<file path="config.mk">
export PLATFORM = sky130hd
export DESIGN_NAME = emd_ext_mem_port
export DESIGN_NICKNAME = d
export VERILOG_FILES = /design/src/core/emd_ext_mem_port.v /design/src/core/emd_fifo.v
export VERILOG_INCLUDE_DIRS = /design/src /design/src/core
export SDC_FILE = /design/constraint.sdc
export NUM_CORES = 1
export LEC_CHECK = 0
export BUFFER_PORTS_ARGS = -buffer_cell sky130_fd_sc_hd__buf_2
export CAP_MARGIN = 20
export CORE_MARGIN = 2
export CORE_UTILIZATION = 40
export CTS_BUF_LIST = sky130_fd_sc_hd__clkbuf_4 sky130_fd_sc_hd__clkbuf_8 sky130_fd_sc_hd__clkbuf_16
export CTS_CLUSTER_DIAMETER = 80
export DETAILED_ROUTE_END_ITERATION = 10
export SETUP_SLACK_MARGIN = 0.5
export SKIP_CTS_REPAIR_TIMING = 1
export SLEW_MARGIN = 20
export SYNTH_ARGS = -nofsm -noshare
export SYNTH_HDL_FRONTEND = slang
export SYNTH_HIERARCHICAL = 1
export SYNTH_SLANG_ARGS = --single-unit
</file>
<file path="constraint.sdc">
create_clock -name i_clock -period 13.4 [get_ports i_clock]
set_input_delay 2.01 -clock i_clock [delete_from_list [all_inputs] [get_ports i_clock]]
set_output_delay 2.01 -clock i_clock [all_outputs]
set_load 0.02 [all_outputs]
</file>
<file path="src/core/emd_consts.vh">
/*
 Constants for the external memory data and strobe pin logic.
 Assumes a 10 MHz system clock; included by bare name.
*/
`ifndef EMD_CONSTS_VH
`define EMD_CONSTS_VH

// ----------------------------------------
// Widths
// ----------------------------------------
`define EMD_DATA_W        16
`define EMD_ADDR_W        17
`define EMD_PORTF_W       9
`define EMD_PORTF_LSB     7
`define EMD_REQ_W         35
`define EMD_FIFO_DEPTH    8

// ----------------------------------------
// Request word layout
// ----------------------------------------
`define EMD_REQ_WE_BIT    34
`define EMD_REQ_PROG_BIT  33
`define EMD_REQ_ADDR_MSB  32
`define EMD_REQ_ADDR_LSB  16
`define EMD_REQ_DATA_MSB  15

// ----------------------------------------
// Timing
// ----------------------------------------
`define EMD_CLK_NS        100
`define EMD_SETUP_NS      100
`define EMD_RD_LOW_NS     400
`define EMD_WR_LOW_NS     300
`define EMD_HOLD_NS       100
`define EMD_SETUP_CYC     ((`EMD_SETUP_NS + `EMD_CLK_NS - 1) / `EMD_CLK_NS)
`define EMD_RD_LOW_CYC    ((`EMD_RD_LOW_NS + `EMD_CLK_NS - 1) / `EMD_CLK_NS)
`define EMD_WR_LOW_CYC    ((`EMD_WR_LOW_NS + `EMD_CLK_NS - 1) / `EMD_CLK_NS)
`define EMD_HOLD_CYC      ((`EMD_HOLD_NS + `EMD_CLK_NS - 1) / `EMD_CLK_NS)
`define EMD_CNT_W         8

// ----------------------------------------
// Reset values
// ----------------------------------------
`define EMD_RST_PULLUP    9'h1ff

`endif

</file>
<file path="src/core/emd_ext_mem_port.v">
/*
 External memory port pin logic: data bus, read and write strobes,
 address and select qualification, port F sharing and pull-ups.
 Assumes one 10 MHz clock; requests from the core arrive through a FIFO;
 pin inputs are asynchronous.
*/
`timescale 1ns/1ps
`include "emd_consts.vh"
module emd_ext_mem_port #(
   parameter SETUP_CYC  = `EMD_SETUP_CYC,
   parameter RD_LOW_CYC = `EMD_RD_LOW_CYC,
   parameter WR_LOW_CYC = `EMD_WR_LOW_CYC,
   parameter HOLD_CYC   = `EMD_HOLD_CYC,
   parameter FIFO_DEPTH = `EMD_FIFO_DEPTH
) (
   // Clock and reset
   input  wire                      i_clock,
   input  wire                      i_rstn,
   // Access requests
   input  wire                      i_req_valid,
   input  wire                      i_req_write,
   input  wire                      i_req_program,
   input  wire [`EMD_ADDR_W-1:0]    i_req_addr,
   input  wire [`EMD_DATA_W-1:0]    i_req_wdata,
   output wire                      o_req_ready,
   // Read answers
   output reg                       o_rd_valid,
   output reg  [`EMD_DATA_W-1:0]    o_rd_data,
   output reg                       o_busy,
   // Configuration bits
   input  wire                      i_bus_keep_driven,
   input  wire [`EMD_PORTF_W-1:0]   i_port_f_gpio_sel,
   input  wire [`EMD_PORTF_W-1:0]   i_port_f_dir_out,
   input  wire [`EMD_PORTF_W-1:0]   i_port_f_out,
   input  wire [`EMD_PORTF_W-1:0]   i_port_f_pullup_enable,
   input  wire                      i_ctrl_pullup_disable,
   output wire [`EMD_PORTF_W-1:0]   o_port_f_in,
   // Data bus pins
   input  wire [`EMD_DATA_W-1:0]    i_ext_data_bus,
   output reg  [`EMD_DATA_W-1:0]    o_ext_data_bus,
   output reg  [`EMD_DATA_W-1:0]    o_ext_data_oe_n,
   output reg  [`EMD_PORTF_W-1:0]   o_port_f_pullup_on,
   // Strobe, address and select pins
   output reg                       o_rd_n,
   output reg                       o_wr_n,
   output reg  [`EMD_ADDR_W-1:0]    o_ext_address_bus,
   output reg                       o_program_mem_select_n,
   output reg                       o_data_mem_select_n,
   output reg                       o_ctrl_oe_n,
   output reg                       o_strobe_pullup_on
);

   // ----------------------------------------
   // States and declarations
   // ----------------------------------------
   localparam [1:0] ST_IDLE   = 2'h0;
   localparam [1:0] ST_SETUP  = 2'h1;
   localparam [1:0] ST_STROBE = 2'h2;
   localparam [1:0] ST_HOLD   = 2'h3;

   reg  [1:0]                state_ff;
   reg  [1:0]                nxt_state;
   reg  [`EMD_CNT_W-1:0]     cnt_ff;
   reg  [`EMD_CNT_W-1:0]     nxt_cnt;
   reg                       we_ff;
   reg                       nxt_we;
   reg                       prog_ff;
   reg                       nxt_prog;
   reg  [`EMD_DATA_W-1:0]    wdata_ff;
   reg  [`EMD_DATA_W-1:0]    nxt_wdata;
   reg  [`EMD_ADDR_W-1:0]    nxt_addr;
   reg                       nxt_rd_n;
   reg                       nxt_wr_n;
   reg                       nxt_pms_n;
   reg                       nxt_dms_n;
   reg                       nxt_ctrl_oe_n;
   reg  [`EMD_DATA_W-1:0]    nxt_data_out;
   reg  [`EMD_DATA_W-1:0]    nxt_data_oe_n;
   reg                       bus_oe_n;
   reg                       active;
   reg                       capture;
   integer                   i;
   integer                   j;

   reg  [`EMD_DATA_W-1:0]    sync1_ff;
   reg  [`EMD_DATA_W-1:0]    sync2_ff;
   reg  [`EMD_DATA_W-1:0]    sync3_ff;
   reg  [`EMD_DATA_W-1:0]    pin_ff;
   reg  [`EMD_DATA_W-1:0]    nxt_pin;

   wire                      fifo_valid;
   wire [`EMD_REQ_W-1:0]     fifo_data;
   wire                      fifo_take;

   // ----------------------------------------
   // Count helper
   // ----------------------------------------
   function [`EMD_CNT_W-1:0] cyc_load;
      input integer cycles;
      begin
         cyc_load = (cycles > 1) ? cycles[`EMD_CNT_W-1:0] - 1'b1 : {`EMD_CNT_W{1'b0}};
      end
   endfunction

   // ----------------------------------------
   // Request FIFO
   // ----------------------------------------
   // Only taken while idle, so a request never alters a live cycle
   assign fifo_take = (state_ff == ST_IDLE);

   emd_fifo #(
      .WIDTH (`EMD_REQ_W),
      .DEPTH (FIFO_DEPTH),
      .AW    (3)
   ) u_fifo (
      .i_clock  (i_clock),
      .i_rstn   (i_rstn),
      .i_wvalid (i_req_valid),
      .i_wdata  ({i_req_write, i_req_program, i_req_addr, i_req_wdata}),
      .o_wready (o_req_ready),
      .o_rvalid (fifo_valid),
      .o_rdata  (fifo_data),
      .i_rready (fifo_take)
   );

   // ----------------------------------------
   // Pin input synchroniser
   // ----------------------------------------
   // Accepted value moves only when stages two and three agree
   always @* begin
      nxt_pin = pin_ff;
      for (j = 0; j < `EMD_DATA_W; j = j + 1) begin
         if (sync2_ff[j] == sync3_ff[j]) begin
            nxt_pin[j] = sync3_ff[j];
         end
      end
   end

   always @(posedge i_clock) begin
      if (!i_rstn) begin
         sync1_ff <= {`EMD_DATA_W{1'b0}};
         sync2_ff <= {`EMD_DATA_W{1'b0}};
         sync3_ff <= {`EMD_DATA_W{1'b0}};
         pin_ff   <= {`EMD_DATA_W{1'b0}};
      end else begin
         sync1_ff <= i_ext_data_bus;
         sync2_ff <= sync1_ff;
         sync3_ff <= sync2_ff;
         pin_ff   <= nxt_pin;
      end
   end

   assign o_port_f_in = pin_ff[`EMD_DATA_W-1:`EMD_PORTF_LSB];

   // ----------------------------------------
   // Access sequencer
   // ----------------------------------------
   always @* begin
      nxt_state = state_ff;
      nxt_cnt   = cnt_ff;
      nxt_we    = we_ff;
      nxt_prog  = prog_ff;
      nxt_wdata = wdata_ff;
      nxt_addr  = o_ext_address_bus;
      capture   = 1'b0;
      case (state_ff)
         ST_IDLE: begin
            if (fifo_valid) begin
               nxt_state = ST_SETUP;
               nxt_cnt   = cyc_load(SETUP_CYC);
               nxt_we    = fifo_data[`EMD_REQ_WE_BIT];
               nxt_prog  = fifo_data[`EMD_REQ_PROG_BIT];
               nxt_addr  = fifo_data[`EMD_REQ_ADDR_MSB:`EMD_REQ_ADDR_LSB];
               nxt_wdata = fifo_data[`EMD_REQ_DATA_MSB:0];
            end
         end
         ST_SETUP: begin
            if (cnt_ff == {`EMD_CNT_W{1'b0}}) begin
               nxt_state = ST_STROBE;
               nxt_cnt   = we_ff ? cyc_load(WR_LOW_CYC) : cyc_load(RD_LOW_CYC);
            end else begin
               nxt_cnt = cnt_ff - 1'b1;
            end
         end
         ST_STROBE: begin
            if (cnt_ff == {`EMD_CNT_W{1'b0}}) begin
               nxt_state = ST_HOLD;
               nxt_cnt   = cyc_load(HOLD_CYC);
               // Same edge that raises the read strobe
               capture   = !we_ff;
            end else begin
               nxt_cnt = cnt_ff - 1'b1;
            end
         end
         ST_HOLD: begin
            if (cnt_ff == {`EMD_CNT_W{1'b0}}) begin
               nxt_state = ST_IDLE;
            end else begin
               nxt_cnt = cnt_ff - 1'b1;
            end
         end
         default: begin
            nxt_state = ST_IDLE;
         end
      endcase
   end

   // ----------------------------------------
   // Pin next values
   // ----------------------------------------
   always @* begin
      active = (nxt_state != ST_IDLE);
      // One sequencer, so only one strobe can ever be low
      nxt_rd_n  = !((nxt_state == ST_STROBE) && !nxt_we);
      nxt_wr_n  = !((nxt_state == ST_STROBE) && nxt_we);
      // Selects follow the access type for the whole cycle
      nxt_pms_n = !(active && nxt_prog);
      nxt_dms_n = !(active && !nxt_prog);
      nxt_ctrl_oe_n = active ? 1'b0 : !i_bus_keep_driven;
      // Write data stays on the bus through the hold after the rise
      if (active) begin
         bus_oe_n = !nxt_we;
      end else begin
         bus_oe_n = !i_bus_keep_driven;
      end
      nxt_data_out  = nxt_wdata;
      nxt_data_oe_n = {`EMD_DATA_W{bus_oe_n}};
      // Port F bits leave the bus only when selected as general purpose
      for (i = 0; i < `EMD_PORTF_W; i = i + 1) begin
         if (i_port_f_gpio_sel[i]) begin
            nxt_data_out[i+`EMD_PORTF_LSB]  = i_port_f_out[i];
            nxt_data_oe_n[i+`EMD_PORTF_LSB] = !i_port_f_dir_out[i];
         end
      end
   end

   // ----------------------------------------
   // Registers and pins
   // ----------------------------------------
   always @(posedge i_clock) begin
      if (!i_rstn) begin
         state_ff               <= ST_IDLE;
         cnt_ff                 <= {`EMD_CNT_W{1'b0}};
         we_ff                  <= 1'b0;
         prog_ff                <= 1'b0;
         wdata_ff               <= {`EMD_DATA_W{1'b0}};
         o_ext_data_bus         <= {`EMD_DATA_W{1'b0}};
         // Outputs disabled in reset; pins default to bus function
         o_ext_data_oe_n        <= {`EMD_DATA_W{1'b1}};
         o_rd_n                 <= 1'b1;
         o_wr_n                 <= 1'b1;
         o_ext_address_bus      <= {`EMD_ADDR_W{1'b0}};
         o_program_mem_select_n <= 1'b1;
         o_data_mem_select_n    <= 1'b1;
         o_ctrl_oe_n            <= 1'b1;
      end else begin
         state_ff               <= nxt_state;
         cnt_ff                 <= nxt_cnt;
         we_ff                  <= nxt_we;
         prog_ff                <= nxt_prog;
         wdata_ff               <= nxt_wdata;
         o_ext_data_bus         <= nxt_data_out;
         o_ext_data_oe_n        <= nxt_data_oe_n;
         o_rd_n                 <= nxt_rd_n;
         o_wr_n                 <= nxt_wr_n;
         // Address loads only on leaving idle, held while strobes low
         o_ext_address_bus      <= nxt_addr;
         o_program_mem_select_n <= nxt_pms_n;
         o_data_mem_select_n    <= nxt_dms_n;
         o_ctrl_oe_n            <= nxt_ctrl_oe_n;
      end
   end

   // ----------------------------------------
   // Read answer
   // ----------------------------------------
   always @(posedge i_clock) begin
      if (!i_rstn) begin
         o_rd_valid <= 1'b0;
         o_rd_data  <= {`EMD_DATA_W{1'b0}};
         o_busy     <= 1'b0;
      end else begin
         // Read data is the bus sampled two and three edges before the edge that raises the read strobe, through the filter
         o_rd_valid <= capture;
         // Filter output of this edge; the registered copy lags a cycle
         if (capture) begin
            o_rd_data <= nxt_pin;
         end
         o_busy     <= (nxt_state != ST_IDLE);
      end
   end

   // ----------------------------------------
   // Pull-up controls
   // ----------------------------------------
   always @(posedge i_clock) begin
      if (!i_rstn) begin
         o_port_f_pullup_on <= `EMD_RST_PULLUP;
         o_strobe_pullup_on <= 1'b1;
      end else begin
         o_port_f_pullup_on <= i_port_f_pullup_enable;
         o_strobe_pullup_on <= !i_ctrl_pullup_disable;
      end
   end

endmodule

</file>
<file path="src/core/emd_fifo.v">
/*
 Request FIFO with registered read data and registered write ready.
 Assumes one clock, synchronous active-low reset.
*/
`timescale 1ns/1ps
module emd_fifo #(
   parameter WIDTH = 35,
   parameter DEPTH = 8,
   parameter AW    = 3
) (
   // Clock and reset
   input  wire             i_clock,
   input  wire             i_rstn,
   // Fill side
   input  wire             i_wvalid,
   input  wire [WIDTH-1:0] i_wdata,
   output reg              o_wready,
   // Drain side
   output reg              o_rvalid,
   output reg  [WIDTH-1:0] o_rdata,
   input  wire             i_rready
);

   // ----------------------------------------
   // Storage and pointers
   // ----------------------------------------
   reg [WIDTH-1:0] mem_ff [0:DEPTH-1];
   reg [AW-1:0]    wptr_ff;
   reg [AW-1:0]    rptr_ff;
   reg [AW:0]      count_ff;
   reg [AW:0]      nxt_count;
   wire            push;
   wire            pop;

   assign push = i_wvalid && o_wready;
   // Output stage refills when empty or being taken
   assign pop  = (count_ff != {(AW+1){1'b0}}) && (!o_rvalid || i_rready);

   always @* begin
      nxt_count = count_ff;
      if (push && !pop) begin
         nxt_count = count_ff + 1'b1;
      end else if (pop && !push) begin
         nxt_count = count_ff - 1'b1;
      end
   end

   always @(posedge i_clock) begin
      if (push) begin
         mem_ff[wptr_ff] <= i_wdata;
      end
   end

   always @(posedge i_clock) begin
      if (!i_rstn) begin
         wptr_ff  <= {AW{1'b0}};
         rptr_ff  <= {AW{1'b0}};
         count_ff <= {(AW+1){1'b0}};
         o_wready <= 1'b0;
         o_rvalid <= 1'b0;
         o_rdata  <= {WIDTH{1'b0}};
      end else begin
         count_ff <= nxt_count;
         // Registered ready is one cycle pessimistic, never overfills
         o_wready <= (nxt_count < DEPTH[AW:0]);
         if (push) begin
            wptr_ff <= (wptr_ff == DEPTH[AW-1:0] - 1'b1) ? {AW{1'b0}} : wptr_ff + 1'b1;
         end
         if (pop) begin
            o_rdata  <= mem_ff[rptr_ff];
            o_rvalid <= 1'b1;
            rptr_ff  <= (rptr_ff == DEPTH[AW-1:0] - 1'b1) ? {AW{1'b0}} : rptr_ff + 1'b1;
         end else if (i_rready) begin
            o_rvalid <= 1'b0;
         end
      end
   end

endmodule

</file>
# Yosys cells after proc, flatten, opt, wreduce, memory -nomap -nowiden
# Memory sizes are Yosys's and may differ from the RTL's. A register that Yosys moved wholly into a read port is not among the register bits.
# Cells that the tools add are included.
# word_totals
regBits	186
ramBits	280
input_bits	92
out_inout_bits	92
elab_cells	159
mem_count	1
# classes
add_sub_neg	5
magnitude_cmp	1
eq_ne	24
mux	63
reduce_logical	38
# mem_list
name	words	word_bits	read_ports	rd_ports_with_merged_regs	wr	line	source
u_fifo.mem_ff	8	35	1	1	1	emd_fifo.v:27	reg [WIDTH-1:0] mem_ff [0:DEPTH-1];
# op_table
cell	n
$mux W1	47
$mux W16	2
$mux W8	4
$pmux W8 S4	1
$logic_not A1 Y1	22
$eq A1 B1 Y1	16
$logic_and A1 B1 Y1	8
$logic_not A8 Y1	1
$mux W2	4
$mux W4	2
$pmux W2 S4	1
$sub A8 B1 Y8 const B	1
$add A3 B1 Y3 const B	2
$eq A2 B2 Y1 const B	3
$eq A3 B3 Y1 const B	2
$mux W3	2
$add A4 B1 Y4 const B	1
$lt A4 B4 Y1 const B	1
$reduce_and A2 Y1	2
$reduce_bool A2 Y1	2
$reduce_bool A4 Y1	1
$sub A4 B1 Y4 const B	1
$eq A2 B1 Y1 const B	1
$logic_not A2 Y1	1
3 further kinds	3

# Depth between registers and ports, before layout
# depth
word_depth	7
mapped_depth	12
depth_no_buf	10

# Hierarchy
# Netlist, hierarchy kept.
# by_module_without_submodules
module	instances	cells_per_inst	area_per_inst_um2	seq_area_each_um2
emd_fifo	1	692	12376.9	9349.0
emd_ext_mem_port	1	573	5660.4	3223.1

# Least setup slack after synthesis
# Ideal clock, no wire load.
# synth_path
kind	input-to-reg
from	input i_req_valid
to	memory u_fifo.mem_ff[0][0], enable pin
setup_time_ns	0.515
arrival_time_ns	5.556
t_required_ns	12.885
setup_slack_ns	7.329
cell_stages	2
n_path_buf	0
cell_sequence	nand2_1 nor4_1
# synth_via
elab_chain_cells	3
# synth_rtl
element	line	source
start, declared	emd_ext_mem_port.v:20	input wire i_req_valid,
$logic_and A1 B1 Y1	emd_fifo.v:35	assign push = i_wvalid && o_wready;
$mux W1	emd_fifo.v:49	if (push) begin
$mux W1 (implied by the code)	emd_fifo.v:50	mem_ff[wptr_ff] <= i_wdata;
end, declared	emd_fifo.v:27	
# No other way between the ends.

# Worst setup path after layout
# layout_path
from	input i_req_valid
to	memory u_fifo.mem_ff[4][27], enable pin
# layout_via
elab_chain_cells	3
# layout_rtl
element	line	source
$logic_and A1 B1 Y1	emd_fifo.v:35	
net u_fifo.push	emd_fifo.v:32	wire push;
$mux W1	emd_fifo.v:49	
$mux W1 (implied by the code)	emd_fifo.v:50	
# The timed path passes the listed nets, and every way through them passes these cells.

==> summary by stage <==
Pwr
In this run the power density over the cells is 190.8 nW/um^2. The maximum resistive drop on vdd is slightly below 0.0001 V. Overall power consumption after layout is estimated at 3.996 mW.

The static leakage is around 7.6 nW.

STA
The routed design could run at a clock period as short as 3.360 ns. The final period utilization is 0.2507. The number of pins exceeding their max-slew limit in the final report was 0. The worst-case setup margin in the final layout is 10.04 ns. For the final routed database, the setup TNS stands at 0 ns. Setup repair after global routing left no endpoint under its margin.

Static timing analysis puts the maximum clock frequency at 297.7 MHz. The number of hold-slack violations in the final timing report is 0. Setup violations remaining at the end of the flow were counted as 0. The relative slew slack is 0.3389. The actual transition at the worst max-transition pin is 0.9916 ns. For the final database, setup skew stands at 0.02793 ns.

Critical path
The critical path is of the in2reg type. The worst setup path is launched from an input port. Counting stages on the worst path, the most repeated cell is nand2_1.

The worst stage delay on the critical path is between 0.5 and 0.6 ns. Along the worst path, the maximum fanout reaches 35. The critical path required time is 13.61 ns. The largest individual stage delay along the critical path comes from the cell buf_4. The depth of the worst register-to-register path is 8.

The critical path goes through buf_2 -> nand2_1 -> inv_1 -> nand2_1 -> nor3_2 -> buf_4. Data on the critical path arrives at its endpoint at 3.57 ns. The critical path capture point type is a flop.

Drt
Across all layers, the routed design uses 10450 vias. The DRC violation total after the first TritonRoute iteration is ~700. The detail route stage leaves a number of antenna-violating nets equal to 0. The number of vias per cell after detailed routing is 5.090. The post-route DRC violation count is 0. The total wire length after detailed routing is 38.73 mm.

The total iterations of the first detailed-routing run is 7. The detail-routed net length per standard cell is 18.87 um.

Final layout
The repair_antennas step left the layout with diodes totalling 0. In the final layout, the share of cells above drive strength 1 is 0.2389. The sequential cell area in the final layout is 12580 um^2.

The final-layout fill cell count is 3920. The library cells used most frequently in the layout, excluding fill and tap cells, are 280 x edfxtp_1, 206 x dfxtp_1, 182 x buf_2, 104 x a21oi_1, 83 x mux2i_1. The final layout net count is 1524. The library cell used most frequently in the layout, excluding fill and tap cells, is edfxtp_1.

The multi-input combinational cells in the finished layout cover a total of about 4800 um^2. Compared with the post-synthesis result, the final layout area differs by 16.09%.

Placed design
Prior to clock tree synthesis, the placed netlist has a worst setup slack of 9.421 ns. The final weighted congestion in routability-driven placement is 0.8028. The count of input and output buffers is 183. Once detailed placement completed, the half-perimeter wirelength came to ~23 mm.

Run status
The run finished with clean final reports.

GRT
The initial antenna violation count came to 3. In the global route stage, overall resource usage came out at 0.1650. Entering global routing, the biggest net connects 100 pins.

The total overflow left after global routing is 0. The number of global-route vias before repair is 10490. The first-pass GRT wire length is a little over 60 mm.

Clocking
TritonCTS built the clock tree. The tree is rooted in a clkbuf_16. After clock tree synthesis, the clock-pin slew on the worst setup and hold paths is ~0.06 ns. The number of clock buffers added by TritonCTS is 50. The clock net sink count is 488. The later pin in the worst-skew pair is clocked with a latency of just under 0.6 ns. The maximum level of the CTS H-tree is 2.

The maximum root-to-sink buffer count is 3.

Worst hold path
Along the worst hold path, the cell count comes to 1. The type of the most critical hold path is reg2reg.

Logic synthesis
The post-synthesis cell count is 1265. The number of nets in the synthesized netlist is 1368. The share of synthesized flip-flops with an asynchronous set or reset is 0. The predominant post-synthesis flop cell is edfxtp_1. The distinct cell type count after synthesis is 55. In this run, synthesis produced a sequential element count of 488.

The cell area after technology mapping is between 15000 and 20000 um^2. The dominant cell type by area after synthesis is edfxtp_1. The sequential fraction of the synthesis area is 0.6970.

The number of flops mapped to enable cells by yosys is 280. A synthesized cell averages 14.26 um^2. Sorting the synthesized cells by area gives the leading types as edfxtp_1 47%, dfxtp_1 23%, mux2i_1 4.6%.

The portion of synthesized cell area occupied by the leading cell type is 0.4661. The warning count from the yosys run is 6.

Floorplanning
In this run the vertical extent of the chip is 216.4 um. The total I/O pin count is 184. Row generation in the floorplan step produced 77 rows. For this configuration, the core starts out at a cell density of 0.4070. The core box area is 44320 um^2. The die covers 46810 um^2. The die outline width is approximately 220 um.

Flow run
The tool flagged a number of max-cap violations equal to 0.
==> metrics by stage <==
stage	cells	utilization	hold WS [ns]	instance area (um^2)
detailed placement	1961	0.4350	0.4193	19280
floorplan	1265	-	0.4119	18040
CTS	2053	0.4725	0.4335	20940
finish	2053	0.4725	0.4304	20940
global placement	1961	0.4350	0.4145	19280
global route	2053	0.4725	0.4445	20940
==> Yosys cell counts, types with 4 or more instances <==
master and count:
a21boi_0 4, a21oi_1 104, a31oi_1 10, and2_1 65, and3_1 9, buf_2 17
buf_4 26, buf_6 15, clkbuf_1 34, dfxtp_1 208, edfxtp_1 280, ha_1 11
inv_1 18, maj3_1 16, mux2i_1 83, mux4_2 33, nand2_1 78, nand2b_1 18
nand3_1 7, nor2_1 61, nor3_1 13, nor3_2 11, o211a_1 9, o21ai_0 36
o21ai_1 8, o22ai_1 36, or3_1 8, or4_1 4
==> final cells by class <==
cell class / count / area share
Tap cell: 592 / 0.03537
Clock buffer: 70 / 0.06985
Inverter: 19 / 0.003645
Multi-Input combinational cell: 663 / 0.2313
Clock inverter: 22 / 0.009561
Timing Repair Buffer: 199 / 0.04960
Sequential cell: 488 / 0.6007
==> report_power, final <==
group	internal, mW	switching, mW
combinational	0.290	0.517
sequential	1.72	0.0892
clock	0.820	0.563
total	2.83	1.17
==> state kept, by name (all words and copies together) (netlist names), 16 cells and up, named ones only <==
signal / flops
u_fifo/mem_ff: 280
u_fifo/o_rdata: 35
sync1_ff: 16
o_ext_address_bus: 17
pin_ff: 16
o_rd_data: 16
sync3_ff: 16
sync2_ff: 16
o_ext_data_bus: 16
==> path summary, 6_finish.rpt <==
kind | endpoint | slack, ns | startpoint
max | u_fifo/mem_ff[4][27] | 10.04 | i_req_valid
min | sync2_ff[3] | 0.43 | sync1_ff[3]
max reg2reg | u_fifo/count_ff[2] | 10.76 | u_fifo/count_ff[0]
min reg2reg | sync2_ff[3] | 0.43 | sync1_ff[3]
==> per-layer routing <==
metal	vias up	routed length, um	GRT usage
li1	4949	-	-
met1	5143	17700	0.2254
met2	295	18200	0.2689
met3	59	2082	0.03214
met4	4	720	0.04635
met5	-	27	0
==> cells by family (layout without fill, tap and decap cells) <==
| logic type | Yosys count | count (layout) | share of synthesized area |
|---|---|---|---|
| buf+inv | 114 | 310 | 0.03746 |
| compound gates | 221 | 221 | 0.07131 |
| mux | 118 | 118 | 0.09018 |
| flops | 488 | 488 | 0.6970 |
| simple gates | 294 | 294 | 0.08608 |
| xor+xnor | 3 | 3 | 0.001457 |
| fa+ha+maj | 27 | 27 | 0.01651 |
==> critical path, delay by kind of cell <==
family,cells,cell delay [ns]
buffers and inverters,3,0.84
AND/OR/NAND/NOR,3,0.70
Note: power is estimated with default switching activity, not from simulation.
